### src/design/rdc_pkg.sv
// Constants for the recombiner delay control register bank.
// Assumes a 16-bit microprocessor register port on the device core clock.
package rdc_pkg;
   localparam logic [11:0] ADDR_SRAM_CTRL = 12'h280;
   localparam logic [11:0] ADDR_INC_REQ = 12'h281;
   localparam logic [11:0] ADDR_DEC_REQ = 12'h282;
   localparam logic [11:0] ADDR_WAIT_CELL = 12'h283;
   localparam logic [11:0] ADDR_SRAM_DATA = 12'h284;
   localparam logic [11:0] ADDR_DELAY_RB = 12'h285;
   localparam logic [11:0] ADDR_SRAM_ADDR_HI = 12'h297;
   localparam logic [11:0] ADDR_SRAM_ADDR_LO = 12'h298;
   localparam int NUM_GROUPS = 8;
   localparam int NUM_LINKS = 16;
   localparam int CTRL_READY_BIT = 7;
   localparam int CTRL_TOGGLE_BIT = 6;
   localparam int CTRL_DIR_BIT = 5;
   localparam logic [15:0] CTRL_WR_MASK = 16'h0027;
   localparam logic [15:0] CTRL_RESET = 16'h0080;
   localparam logic [10:0] DELAY_RESET = 11'h004;
   localparam int DELAY_SIGN_BIT = 10;
   localparam int ADJ_WIDTH = 14;
   typedef enum logic [1:0] {ADJ_IDLE, ADJ_BUSY} rdc_adj_type;
   typedef enum logic [1:0] {XFR_IDLE, XFR_RUN} rdc_xfr_type;
endpackage

### src/design/rdc_regs.sv
// Recombiner delay control register bank: adjust requests, link wait enables,
// external SRAM data/control/address and signed delay readback.
// Assumes recombiner core and SRAM controller on clk; inputs are synchronous.
// Only one adjustment is in flight; the recombiner answers each with adj_done.
module rdc_regs (
   input wire logic clk, // Core clock, 200 MHz
   input wire logic sys_rst, // Synchronous reset, active high
   input wire logic [11:0] reg_addr, // Register address
   input wire logic reg_wr, // Write strobe, one cycle
   input wire logic reg_rd, // Read strobe, one cycle
   input wire logic [15:0] reg_wdata, // Write data
   output logic [15:0] reg_rdata_q, // Read data, valid cycle after reg_rd
   input wire logic [13:0] delta_delay, // Guardband/delta step setting
   output logic adj_valid_q, // Adjustment request pulse to recombiner
   output logic [2:0] adj_group_q, // Group being adjusted
   output logic adj_dir_dec_q, // 1 decrease, 0 increase
   output logic [13:0] adj_amount_q, // Step size captured at apply time
   input wire logic adj_done, // Recombiner finished adjustment
   output logic [15:0] link_wait_q, // Per-link wait for first user cell
   input wire logic [10:0] sel_delay, // Selected delay incl. guardband
   output logic sram_start_q, // Transfer start pulse
   output logic sram_load_q, // 1 load from RAM, 0 store to RAM
   output logic [1:0] sram_mode_q, // Control bits 1:0
   output logic [19:0] sram_addr_q, // 20-bit transfer address
   output logic [7:0] sram_wdata_q, // Data to external RAM
   input wire logic [7:0] sram_rdata, // Data from external RAM
   input wire logic sram_rvalid, // Read data capture strobe
   input wire logic sram_done // Transfer completed
);
   logic [7:0] inc_q;
   logic [7:0] dec_q;
   logic [15:0] ctrl_q;
   logic [15:0] delay_q;
   rdc_pkg::rdc_adj_type adj_state_q;
   rdc_pkg::rdc_xfr_type xfr_q;
   logic [2:0] scan_q;
   logic wr_inc;
   logic wr_dec;
   logic wr_ctrl;
   logic wr_wait;
   logic wr_data;
   logic wr_addr_hi;
   logic wr_addr_lo;
   logic [7:0] inc_clr;
   logic [7:0] dec_clr;

   // Strobe qualified by one register address
   function automatic logic reg_hit(input logic strobe, input logic [11:0] addr,
         input logic [11:0] target);
      return strobe && addr == target;
   endfunction

   assign wr_inc = reg_hit(reg_wr, reg_addr, rdc_pkg::ADDR_INC_REQ);
   assign wr_dec = reg_hit(reg_wr, reg_addr, rdc_pkg::ADDR_DEC_REQ);
   assign wr_ctrl = reg_hit(reg_wr, reg_addr, rdc_pkg::ADDR_SRAM_CTRL);
   assign wr_wait = reg_hit(reg_wr, reg_addr, rdc_pkg::ADDR_WAIT_CELL);
   assign wr_data = reg_hit(reg_wr, reg_addr, rdc_pkg::ADDR_SRAM_DATA);
   assign wr_addr_hi = reg_hit(reg_wr, reg_addr, rdc_pkg::ADDR_SRAM_ADDR_HI);
   assign wr_addr_lo = reg_hit(reg_wr, reg_addr, rdc_pkg::ADDR_SRAM_ADDR_LO);

   // Clear pulse for the bit whose adjustment just completed
   always_comb begin
      inc_clr = 8'h00;
      dec_clr = 8'h00;
      if (adj_state_q == rdc_pkg::ADJ_BUSY && adj_done) begin
         if (adj_dir_dec_q) begin
            dec_clr[adj_group_q] = 1'b1;
         end else begin
            inc_clr[adj_group_q] = 1'b1;
         end
      end
   end

   // Writing 1 sets, 0 leaves; set wins over hardware clear
   always_ff @(posedge clk) begin
      if (sys_rst) begin
         inc_q <= 8'h00;
         dec_q <= 8'h00;
      end else begin
         inc_q <= (inc_q & ~inc_clr) | (wr_inc ? reg_wdata[7:0] : 8'h00);
         dec_q <= (dec_q & ~dec_clr) | (wr_dec ? reg_wdata[7:0] : 8'h00);
      end
   end

   // Round-robin scheduler, one adjustment at a time, increase first
   always_ff @(posedge clk) begin
      if (sys_rst) begin
         adj_state_q <= rdc_pkg::ADJ_IDLE;
         scan_q <= 3'h0;
         adj_valid_q <= 1'b0;
         adj_group_q <= 3'h0;
         adj_dir_dec_q <= 1'b0;
         adj_amount_q <= 14'h0000;
      end else begin
         adj_valid_q <= 1'b0;
         case (adj_state_q)
            rdc_pkg::ADJ_IDLE: begin
               // Scan pointer parks on a group until all its requests are served
               if (inc_q[scan_q] || dec_q[scan_q]) begin
                  adj_state_q <= rdc_pkg::ADJ_BUSY;
                  adj_valid_q <= 1'b1;
                  adj_group_q <= scan_q;
                  adj_dir_dec_q <= ~inc_q[scan_q];
                  adj_amount_q <= delta_delay;
               end else begin
                  scan_q <= scan_q + 3'h1;
               end
            end
            rdc_pkg::ADJ_BUSY: begin
               if (adj_done) begin
                  adj_state_q <= rdc_pkg::ADJ_IDLE;
               end
            end
            default: begin
               adj_state_q <= rdc_pkg::ADJ_IDLE;
            end
         endcase
      end
   end

   // Link wait-for-first-cell enables; a clear bit joins immediately
   always_ff @(posedge clk) begin
      if (sys_rst) begin
         link_wait_q <= 16'h0000;
      end else if (wr_wait) begin
         link_wait_q <= reg_wdata;
      end
   end

   // Transfer sequencer: runs from a control write until the RAM side is done
   always_ff @(posedge clk) begin
      if (sys_rst) begin
         xfr_q <= rdc_pkg::XFR_IDLE;
      end else begin
         case (xfr_q)
            rdc_pkg::XFR_IDLE: begin
               if (wr_ctrl) begin
                  xfr_q <= rdc_pkg::XFR_RUN;
               end
            end
            rdc_pkg::XFR_RUN: begin
               // A write in the same cycle starts a new transfer and keeps ready low
               if (sram_done && !wr_ctrl) begin
                  xfr_q <= rdc_pkg::XFR_IDLE;
               end
            end
            default: begin
               xfr_q <= rdc_pkg::XFR_IDLE;
            end
         endcase
      end
   end

   // External SRAM control, ready and toggle
   always_ff @(posedge clk) begin
      if (sys_rst) begin
         ctrl_q <= rdc_pkg::CTRL_RESET;
         sram_start_q <= 1'b0;
      end else begin
         sram_start_q <= wr_ctrl;
         if (wr_ctrl) begin
            ctrl_q[5:0] <= reg_wdata[5:0] & rdc_pkg::CTRL_WR_MASK[5:0];
            ctrl_q[rdc_pkg::CTRL_READY_BIT] <= 1'b0;
         end else if (sram_done && xfr_q == rdc_pkg::XFR_RUN) begin
            ctrl_q[rdc_pkg::CTRL_READY_BIT] <= 1'b1;
            ctrl_q[rdc_pkg::CTRL_TOGGLE_BIT] <= ~ctrl_q[rdc_pkg::CTRL_TOGGLE_BIT];
         end
      end
   end
   // Direction and mode are wired straight from the control flops
   assign sram_load_q = ctrl_q[rdc_pkg::CTRL_DIR_BIT];
   assign sram_mode_q = ctrl_q[1:0];

   // Address and data registers
   always_ff @(posedge clk) begin
      if (sys_rst) begin
         sram_addr_q <= 20'h00000;
         sram_wdata_q <= 8'h00;
      end else begin
         if (wr_addr_hi) begin
            sram_addr_q[19:16] <= reg_wdata[3:0];
         end
         if (wr_addr_lo) begin
            sram_addr_q[15:0] <= reg_wdata;
         end
         // RAM read data wins over a bus write in the same cycle
         if (sram_rvalid) begin
            sram_wdata_q <= sram_rdata;
         end else if (wr_data) begin
            sram_wdata_q <= reg_wdata[7:0];
         end
      end
   end

   // Signed delay readback
   // Bit 10 is copied upward so a negative delay reads as a 16-bit negative
   always_ff @(posedge clk) begin
      if (sys_rst) begin
         delay_q <= {{5{1'b0}}, rdc_pkg::DELAY_RESET};
      end else begin
         delay_q <= {{5{sel_delay[rdc_pkg::DELAY_SIGN_BIT]}}, sel_delay};
      end
   end

   // Read mux; unused bits and unmapped addresses read zero
   always_ff @(posedge clk) begin
      if (sys_rst) begin
         reg_rdata_q <= 16'h0000;
      end else if (reg_rd) begin
         case (reg_addr)
            rdc_pkg::ADDR_SRAM_CTRL: reg_rdata_q <= ctrl_q;
            rdc_pkg::ADDR_INC_REQ: reg_rdata_q <= {8'h00, inc_q};
            rdc_pkg::ADDR_DEC_REQ: reg_rdata_q <= {8'h00, dec_q};
            rdc_pkg::ADDR_WAIT_CELL: reg_rdata_q <= link_wait_q;
            rdc_pkg::ADDR_SRAM_DATA: reg_rdata_q <= {8'h00, sram_wdata_q};
            rdc_pkg::ADDR_DELAY_RB: reg_rdata_q <= delay_q;
            rdc_pkg::ADDR_SRAM_ADDR_HI: reg_rdata_q <= {12'h000, sram_addr_q[19:16]};
            rdc_pkg::ADDR_SRAM_ADDR_LO: reg_rdata_q <= sram_addr_q[15:0];
            default: reg_rdata_q <= 16'h0000;
         endcase
      end
   end
endmodule

### config.mk
export PLATFORM = sky130hd
export DESIGN_NAME = rdc_regs
export DESIGN_NICKNAME = d
export VERILOG_FILES = /design/src/design/rdc_pkg.sv /design/src/design/rdc_regs.sv
export SDC_FILE = /design/constraint.sdc
export NUM_CORES = 1
export LEC_CHECK = 0
export ABC_CLOCK_PERIOD_IN_PS = 5700
export BUFFER_PORTS_ARGS = -buffer_cell sky130_fd_sc_hd__buf_2
export CAP_MARGIN = 20
export CORE_MARGIN = 2
export CORE_UTILIZATION = 50
export CTS_CLUSTER_DIAMETER = 200
export DETAILED_ROUTE_END_ITERATION = 10
export PLACE_DENSITY = 0.77
export SLEW_MARGIN = 20
export SYNTH_ARGS = -nofsm -noshare
export SYNTH_HDL_FRONTEND = slang
export SYNTH_SLANG_ARGS = --single-unit
### constraint.sdc
create_clock -name clk -period 5.7 [get_ports clk]
set_clock_uncertainty 0.1 [all_clocks]
set_input_delay 1.14 -clock clk [delete_from_list [all_inputs] [get_ports clk]]
set_output_delay 1.14 -clock clk [all_outputs]
set_load 0.1 [all_outputs]
==> flow_summary.ini, run 1 <==
[sta]
pin_slew_with_the_least_headroom_to_its_limit_ns = 1.077
maxClockFrequency_mhz = 280.7
slew_violations = 0
final.min_clock_period_ns = 3.563
timing.final.hold_violations = 0
whs_ns = 0.3549
fin_crit_sh_pct = 62.50
setup_viol_count_final = 0
setup-tns-final_ns = 0
headroom_to_the_max_slew_limit_pct = 28.21
grt_setup_unrepaired = false

[place]
dp_hpwl_mm = 10.99
placement.io_buffers = 150
gp_congestion = 0.9456

[die]
ios = 151
core_area_um2 = 10320
floorplan.die.height_um = 106.9
die_width_um = 106.9
rows = 37
initial_utilization_pct = 51.27
die_area_um2 = 11420

[grt]
grt_antenna_before_repair = 0
grt_first_pass_wirelength_mm = 23.81
met3_usage_pct = 6.687
globalRoute.totalOverflow = 0
globalRoute.busiestLayer = met2
number_of_global_route_vias_before_repair = 4648
grt.total_usage_pct = 27.13
gr-usage-met1_pct = 34.86
grt_start_max_net_pins = 47
met2_usage_pct = 43.31

[layout]
syn2layout_area_growth_pct = 24.96
register_area_um2 = 2362
layout.nets = 758
final_core_util_pct = 64.07
antenna_cells_inserted = 0
fraction_of_final_layout_cells_with_drive_strength_greater_than_1_pct = 30.34
multi_input_area_um2 = 2749
final.fill_count = 852

[pwr]
internal_power_w = 0.001505
power_switching_share_pct = 24.33
pwr_density_cell_nw_per_um2 = 300.8
power.net_switching_w = 0.0004839
leak_pwr_nw = 2.731
power.share.clock_pct = 50.1
vdd_drop_max_mv = 0.1612
power.share.combinational_pct = 7.0
seq_power_share_pct = 42.9

[worst_hold_path]
worstHoldStart = reg_rdata_q[4]
worstHoldPathType = flip-flop to flip-flop

[critical_path]
worst_setup_path_end_kind = flip-flop
worstSetupPathType = input pin to flip-flop
regToRegStartpoint = scan_q[1]
worst_ep_arrival_ns = 3.82
required_ns = 5.96
startpoint = reg_addr[8]
worst_setup_path_endpoint = link_wait_q[2]
worst_setup_path_start_kind = input pin
r2r.worst_path.cells = 4
crit_fanout = 16
regToRegSetupSlack_ns = 3.23
worst_flop_to_flop_path_endpoint = adj_amount_q[5]

[clock_network]
cts-root-buf = sky130_fd_sc_hd__clkbuf_8
clk_pin_slew_ns = 0.06
cts_resized = 0
postCtsHoldBufs = 0
htree_num_levels = 4
cts.repair_timing.setup_buffer_count = 0
cts_tree = done
worstSkewPairLatency_ns = 0.52
ctsLongestPathBuffers = 2
cts_num_sinks = 118
cts_inserted_buffers = 17

[route]
route.antenna.remaining_nets = 0
vias = 4880
route.detailed.drc = 0
drt-vias-per-instance = 5.823
drt_first_pass_iters = 5
drt-initial-drc-count = 412
route.final.wire_length_mm = 15.49
post_drt_wl_per_cell_um = 18.49

[synthesis]
post_synth_most_frequent_cells = 118 x sky130_fd_sc_hd__dfxtp_1, 74 x sky130_fd_sc_hd__nor2_1, 66 x sky130_fd_sc_hd__nand2_1, 60 x sky130_fd_sc_hd__mux2i_1, 28 x sky130_fd_sc_hd__a21oi_1
synth_most_common_cell = sky130_fd_sc_hd__dfxtp_1
synth_cell_type_count = 58
yosysTopAreaCellShare_pct = 44.63
synth_top_cell_by_area = sky130_fd_sc_hd__dfxtp_1
synth.area.top_cells = sky130_fd_sc_hd__dfxtp_1 45%, sky130_fd_sc_hd__mux2i_1 11%, sky130_fd_sc_hd__nor2_1 5.2%
synthCells = 556
synth_enable_flop_cells = 0
synth-main-ff-cell = sky130_fd_sc_hd__dfxtp_1
yosysWarnings = 0
number_of_nets_in_the_synthesized_netlist = 625
async_flop_share_pct = 0
synthesis.area_per_instance_um2 = 9.519
synth_seq_cells = 118
post_synth_instance_area_um2 = 5293
synth_sequential_area_ratio_pct = 44.63

[flow_run]
cap_viol_max_count = 0

[run_status]
outcome = finished clean
worst min path at each step:
| stage | endpoint | slack, ns | cells past startpoint |
|---|---|---|---|
| 3_3_place_gp | reg_rdata_q[4] | 0.34 | 2 |
| 6_report | reg_rdata_q[4] | 0.35 | 2 |
| 4_1_cts | reg_rdata_q[4] | 0.36 | 2 |
| 2_1_floorplan | reg_rdata_q[3] | 0.35 | 2 |
| 5_1_grt | reg_rdata_q[4] | 0.39 | 2 |
| 3_5_place_dp | reg_rdata_q[10] | 0.35 | 2 |
critical path, cell delays in order:
cell and delay, ns:
sky130_fd_sc_hd__buf_2 0.10, sky130_fd_sc_hd__or4b_1 0.83, sky130_fd_sc_hd__nor4_4 0.88, sky130_fd_sc_hd__nand2_1 0.56, sky130_fd_sc_hd__nand2_1 0.21, sky130_fd_sc_hd__a21oi_1 0.08
cell type report:
type	instances	area share [%]
multi-input cells	396	41.56
flip-flops and latches	118	35.72
repair buffers	151	11.46
clock buffers	20	6.432
well taps	136	2.573
clock inverters	12	1.967
inverters	5	0.2838
per-layer routing:
layer / vias to the layer above / wire, um
met5: - / 0
met4: 0 / 454
met3: 45 / 1267
met2: 279 / 7176
met1: 2284 / 6596
li1: 2272 / -
layout by cell type (no fill, tap or decap), types with 5 or more instances in the layout:
cell	count
sky130_fd_sc_hd__a21oi_1	28
sky130_fd_sc_hd__a221oi_1	10
sky130_fd_sc_hd__a32o_1	16
sky130_fd_sc_hd__a32oi_1	7
sky130_fd_sc_hd__buf_2	150
sky130_fd_sc_hd__clkbuf_16	16
sky130_fd_sc_hd__dfxtp_1	118
sky130_fd_sc_hd__inv_1	5
sky130_fd_sc_hd__mux2_1	8
sky130_fd_sc_hd__mux2i_1	60
sky130_fd_sc_hd__mux4_2	6
sky130_fd_sc_hd__nand2_1	66
sky130_fd_sc_hd__nand2b_1	12
sky130_fd_sc_hd__nor2_1	74
sky130_fd_sc_hd__nor2b_1	16
sky130_fd_sc_hd__nor4_4	5
sky130_fd_sc_hd__o21ai_0	13
sky130_fd_sc_hd__or2_2	12
per-stage QoR:
stage | area [um^2] | worst slack [ns] | power, W | instances
global route | 6614 | 2.033 | 0.002053 | 838
floorplan | 5293 | 2.662 | 0.0009552 | 556
detailed placement | 6042 | 1.722 | 0.001006 | 806
CTS | 6598 | 2.245 | 0.001997 | 838
finish | 6614 | 2.138 | 0.001989 | 838
global placement | 6042 | 1.879 | 0.001002 | 806
logic make-up (layout without fill, tap and decap cells):
| kind of cell | after synthesis | after routing | synth area share, % |
|---|---|---|---|
| compound gates | 101 | 101 | 13.97 |
| mux | 76 | 76 | 16.03 |
| xor+xnor | 1 | 1 | 0.1655 |
| buf+inv | 42 | 188 | 3.853 |
| flops | 118 | 118 | 44.63 |
| simple gates | 217 | 217 | 21.11 |
| fa+ha+maj | 1 | 1 | 0.2364 |
registers in the layout, summed over array words and instances, names as in the netlist:
| name | count |
|---|---|
| sram_addr_q | 20 |
| link_wait_q | 16 |
| reg_rdata_q | 16 |
| adj_amount_q | 14 |
| delay_q | 11 |
| dec_q | 8 |
| inc_q | 8 |
| sram_wdata_q | 8 |
| ctrl_q | 6 |
| adj_group_q | 3 |
| scan_q | 3 |
| adj_dir_dec_q | 1 |
| adj_state_q | 1 |
| adj_valid_q | 1 |
| sram_start_q | 1 |
| xfr_q | 1 |
power by group through the flow:
stage / Clock [W] / Combinational [W] / Sequential (W)
after floorplan: 0 / 0.0000720 / 0.000883
after global placement: 0 / 0.000133 / 0.000870
after detailed placement: 0 / 0.000135 / 0.000870
after CTS: 0.00101 / 0.000136 / 0.000853
after global routing: 0.00105 / 0.000148 / 0.000855
final: 0.000997 / 0.000139 / 0.000853
No activity file was read; power rests on OpenSTA's default activity.
==> run 2: changes to the inputs <==
--- a/config.mk
+++ b/config.mk
@@ -5,7 +5,7 @@
 export SDC_FILE = /design/constraint.sdc
 export NUM_CORES = 1
 export LEC_CHECK = 0
-export ABC_CLOCK_PERIOD_IN_PS = 5700
+export ABC_CLOCK_PERIOD_IN_PS = 3650
 export BUFFER_PORTS_ARGS = -buffer_cell sky130_fd_sc_hd__buf_2
 export CAP_MARGIN = 20
 export CORE_MARGIN = 2
==> constraint.sdc (replaced) <==
create_clock -name clk -period 3.65 [get_ports clk]
set_clock_uncertainty 0.1 [all_clocks]
set_input_delay 0.73 -clock clk [delete_from_list [all_inputs] [get_ports clk]]
set_output_delay 0.73 -clock clk [all_outputs]
set_load 0.1 [all_outputs]
==> flow_summary.ini, run 2 (synthesis results as in run 1) <==
[route]
sum_of_routed_wire_segments_on_met1_mm = 6.626
vias = 4927
drt_first_pass_iters = 5
top_signal_layer_used = met4
route.antenna.remaining_nets = 0
wl_met3_mm = 1.386
route.final.wire_length_mm = 15.79
drt-vias-per-instance = 5.838
met2WireLength_mm = 7.313
route.detailed.drc = 0
post_drt_wl_per_cell_um = 18.70
drt-initial-drc-count = 403

[die]
initial_utilization_pct = 51.27
rows = 37
die_area_um2 = 11420
core_area_um2 = 10320
die_width_um = 106.9
floorplan.die.height_um = 106.9
ios = 151

[clock_network]
postCtsHoldBufs = 0
cts_num_sinks = 118
htree_num_levels = 4
cts-root-buf = sky130_fd_sc_hd__clkbuf_8
cts_resized = 0
cts_tree = done
ctsLongestPathBuffers = 2
cts_inserted_buffers = 17
cts.repair_timing.setup_buffer_count = 0
worstSkewPairLatency_ns = 0.51
clk_pin_slew_ns = 0.05

[sta]
final.min_clock_period_ns = 2.753
grt_setup_unrepaired = false
maxClockFrequency_mhz = 363.3
slew_violations = 0
setup-tns-final_ns = 0
fin_crit_sh_pct = 75.41
post-route-worst-setup-slack_ns = 0.8974
pin_slew_with_the_least_headroom_to_its_limit_ns = 0.9143
timing.final.hold_violations = 0
setup_viol_count_final = 0
whs_ns = 0.3072
headroom_to_the_max_slew_limit_pct = 38.82

[layout]
largest_register_ffs = 20
final_common_cell = sky130_fd_sc_hd__buf_2
final_core_util_pct = 65.42
regMostFlops = sram_addr_q
fraction_of_final_layout_cells_with_drive_strength_greater_than_1_pct = 31.36
antenna_cells_inserted = 0
largest_registers = sram_addr_q (20), link_wait_q (16), reg_rdata_q (16)
mostFrequentLayoutCells = 150 x sky130_fd_sc_hd__buf_2, 118 x sky130_fd_sc_hd__dfxtp_1, 74 x sky130_fd_sc_hd__nor2_1, 66 x sky130_fd_sc_hd__nand2_1, 60 x sky130_fd_sc_hd__mux2i_1
syn2layout_area_growth_pct = 27.61
layout.nets = 766

[critical_path]
critPathMaxStageDelay_ns = 0.81
required_ns = 3.98
worst_ep_arrival_ns = 3.08
worstSetupPathType = input pin to flip-flop
crit_fanout = 16
regToRegSetupSlack_ns = 1.31
cp_slowest_cell = sky130_fd_sc_hd__or4b_1
worst_setup_path_end_kind = flip-flop
timing.critical_path.cells = buf_2, or4b_1, nor4_4, and2_1, nand2_1, a21oi_1
worst_setup_path_start_kind = input pin

[grt]
number_of_global_route_vias_before_repair = 4785
grt_antenna_before_repair = 0
globalRoute.totalOverflow = 0
grt_start_max_net_pins = 56
grt.total_usage_pct = 28.00
grt_first_pass_wirelength_mm = 24.56

[run_status]
outcome = finished clean

[place]
placement.io_buffers = 150
gp_congestion = 0.9138
placement_setup_slack_ns = 0.4238
dp_hpwl_mm = 11.45

[pwr]
pwr_density_cell_nw_per_um2 = 500.3
leak_pwr_nw = 2.819
vdd_drop_max_mv = 0.2770

[flow_run]
cap_viol_max_count = 0

[worst_hold_path]
worstHoldPathType = input pin to flip-flop
## run 2: layer usage
metal | up-vias | global-route usage, %
li1 | 2280 | -
met1 | 2317 | 36.29
met2 | 290 | 44.31
met3 | 40 | 6.565
met4 | 0 | 12.89
met5 | - | 0
## run 2: power by group
part           total [W]  switching, W  internal (W)  leakage (nW)
clock network    0.00183      0.000566       0.00126         0.323
logic           0.000217      0.000142     0.0000754          1.54
registers        0.00134     0.0000279       0.00131         0.955
## run 2: through the flow
| step | std cells | area (um^2) | power (W) |
|---|---|---|---|
| final | 844 | 6754 | 0.003379 |
| after global placement | 814 | 6102 | 0.001569 |
| after floorplan | 556 | 5293 | 0.001492 |
| after global routing | 844 | 6754 | 0.003463 |
| after detailed placement | 814 | 6102 | 0.001577 |
| after CTS | 844 | 6754 | 0.003386 |
## run 2: path summary, 6_finish.rpt
check                                     start          endpoint  depth (start not counted)
worst min register to register  reg_rdata_q[14]   reg_rdata_q[14]                          2
worst min-delay path               sel_delay[2]        delay_q[2]                          2
worst max register to register        scan_q[1]  adj_amount_q[13]                          5
worst max-delay path                reg_addr[8]   link_wait_q[14]                          6
## run 2: area by class of cell
class                      count  area (um^2)
clock inverter                 8        168.9
multi-input combinational    396         2733
fill                         812         3570
sequential                   118         2362
tap                          136        170.2
clock buffer                  22        483.0
timing repair buffer         159        818.3
inverter                       5        18.77
## run 2: worst max-delay path: cells and delay by family
| kind | cells | cell delay, ns |
|---|---|---|
| buffers and inverters | 1 | 0.11 |
| AO/OA/AOI/OAI | 1 | 0.19 |
| AND/OR/NAND/NOR | 4 | 2.04 |
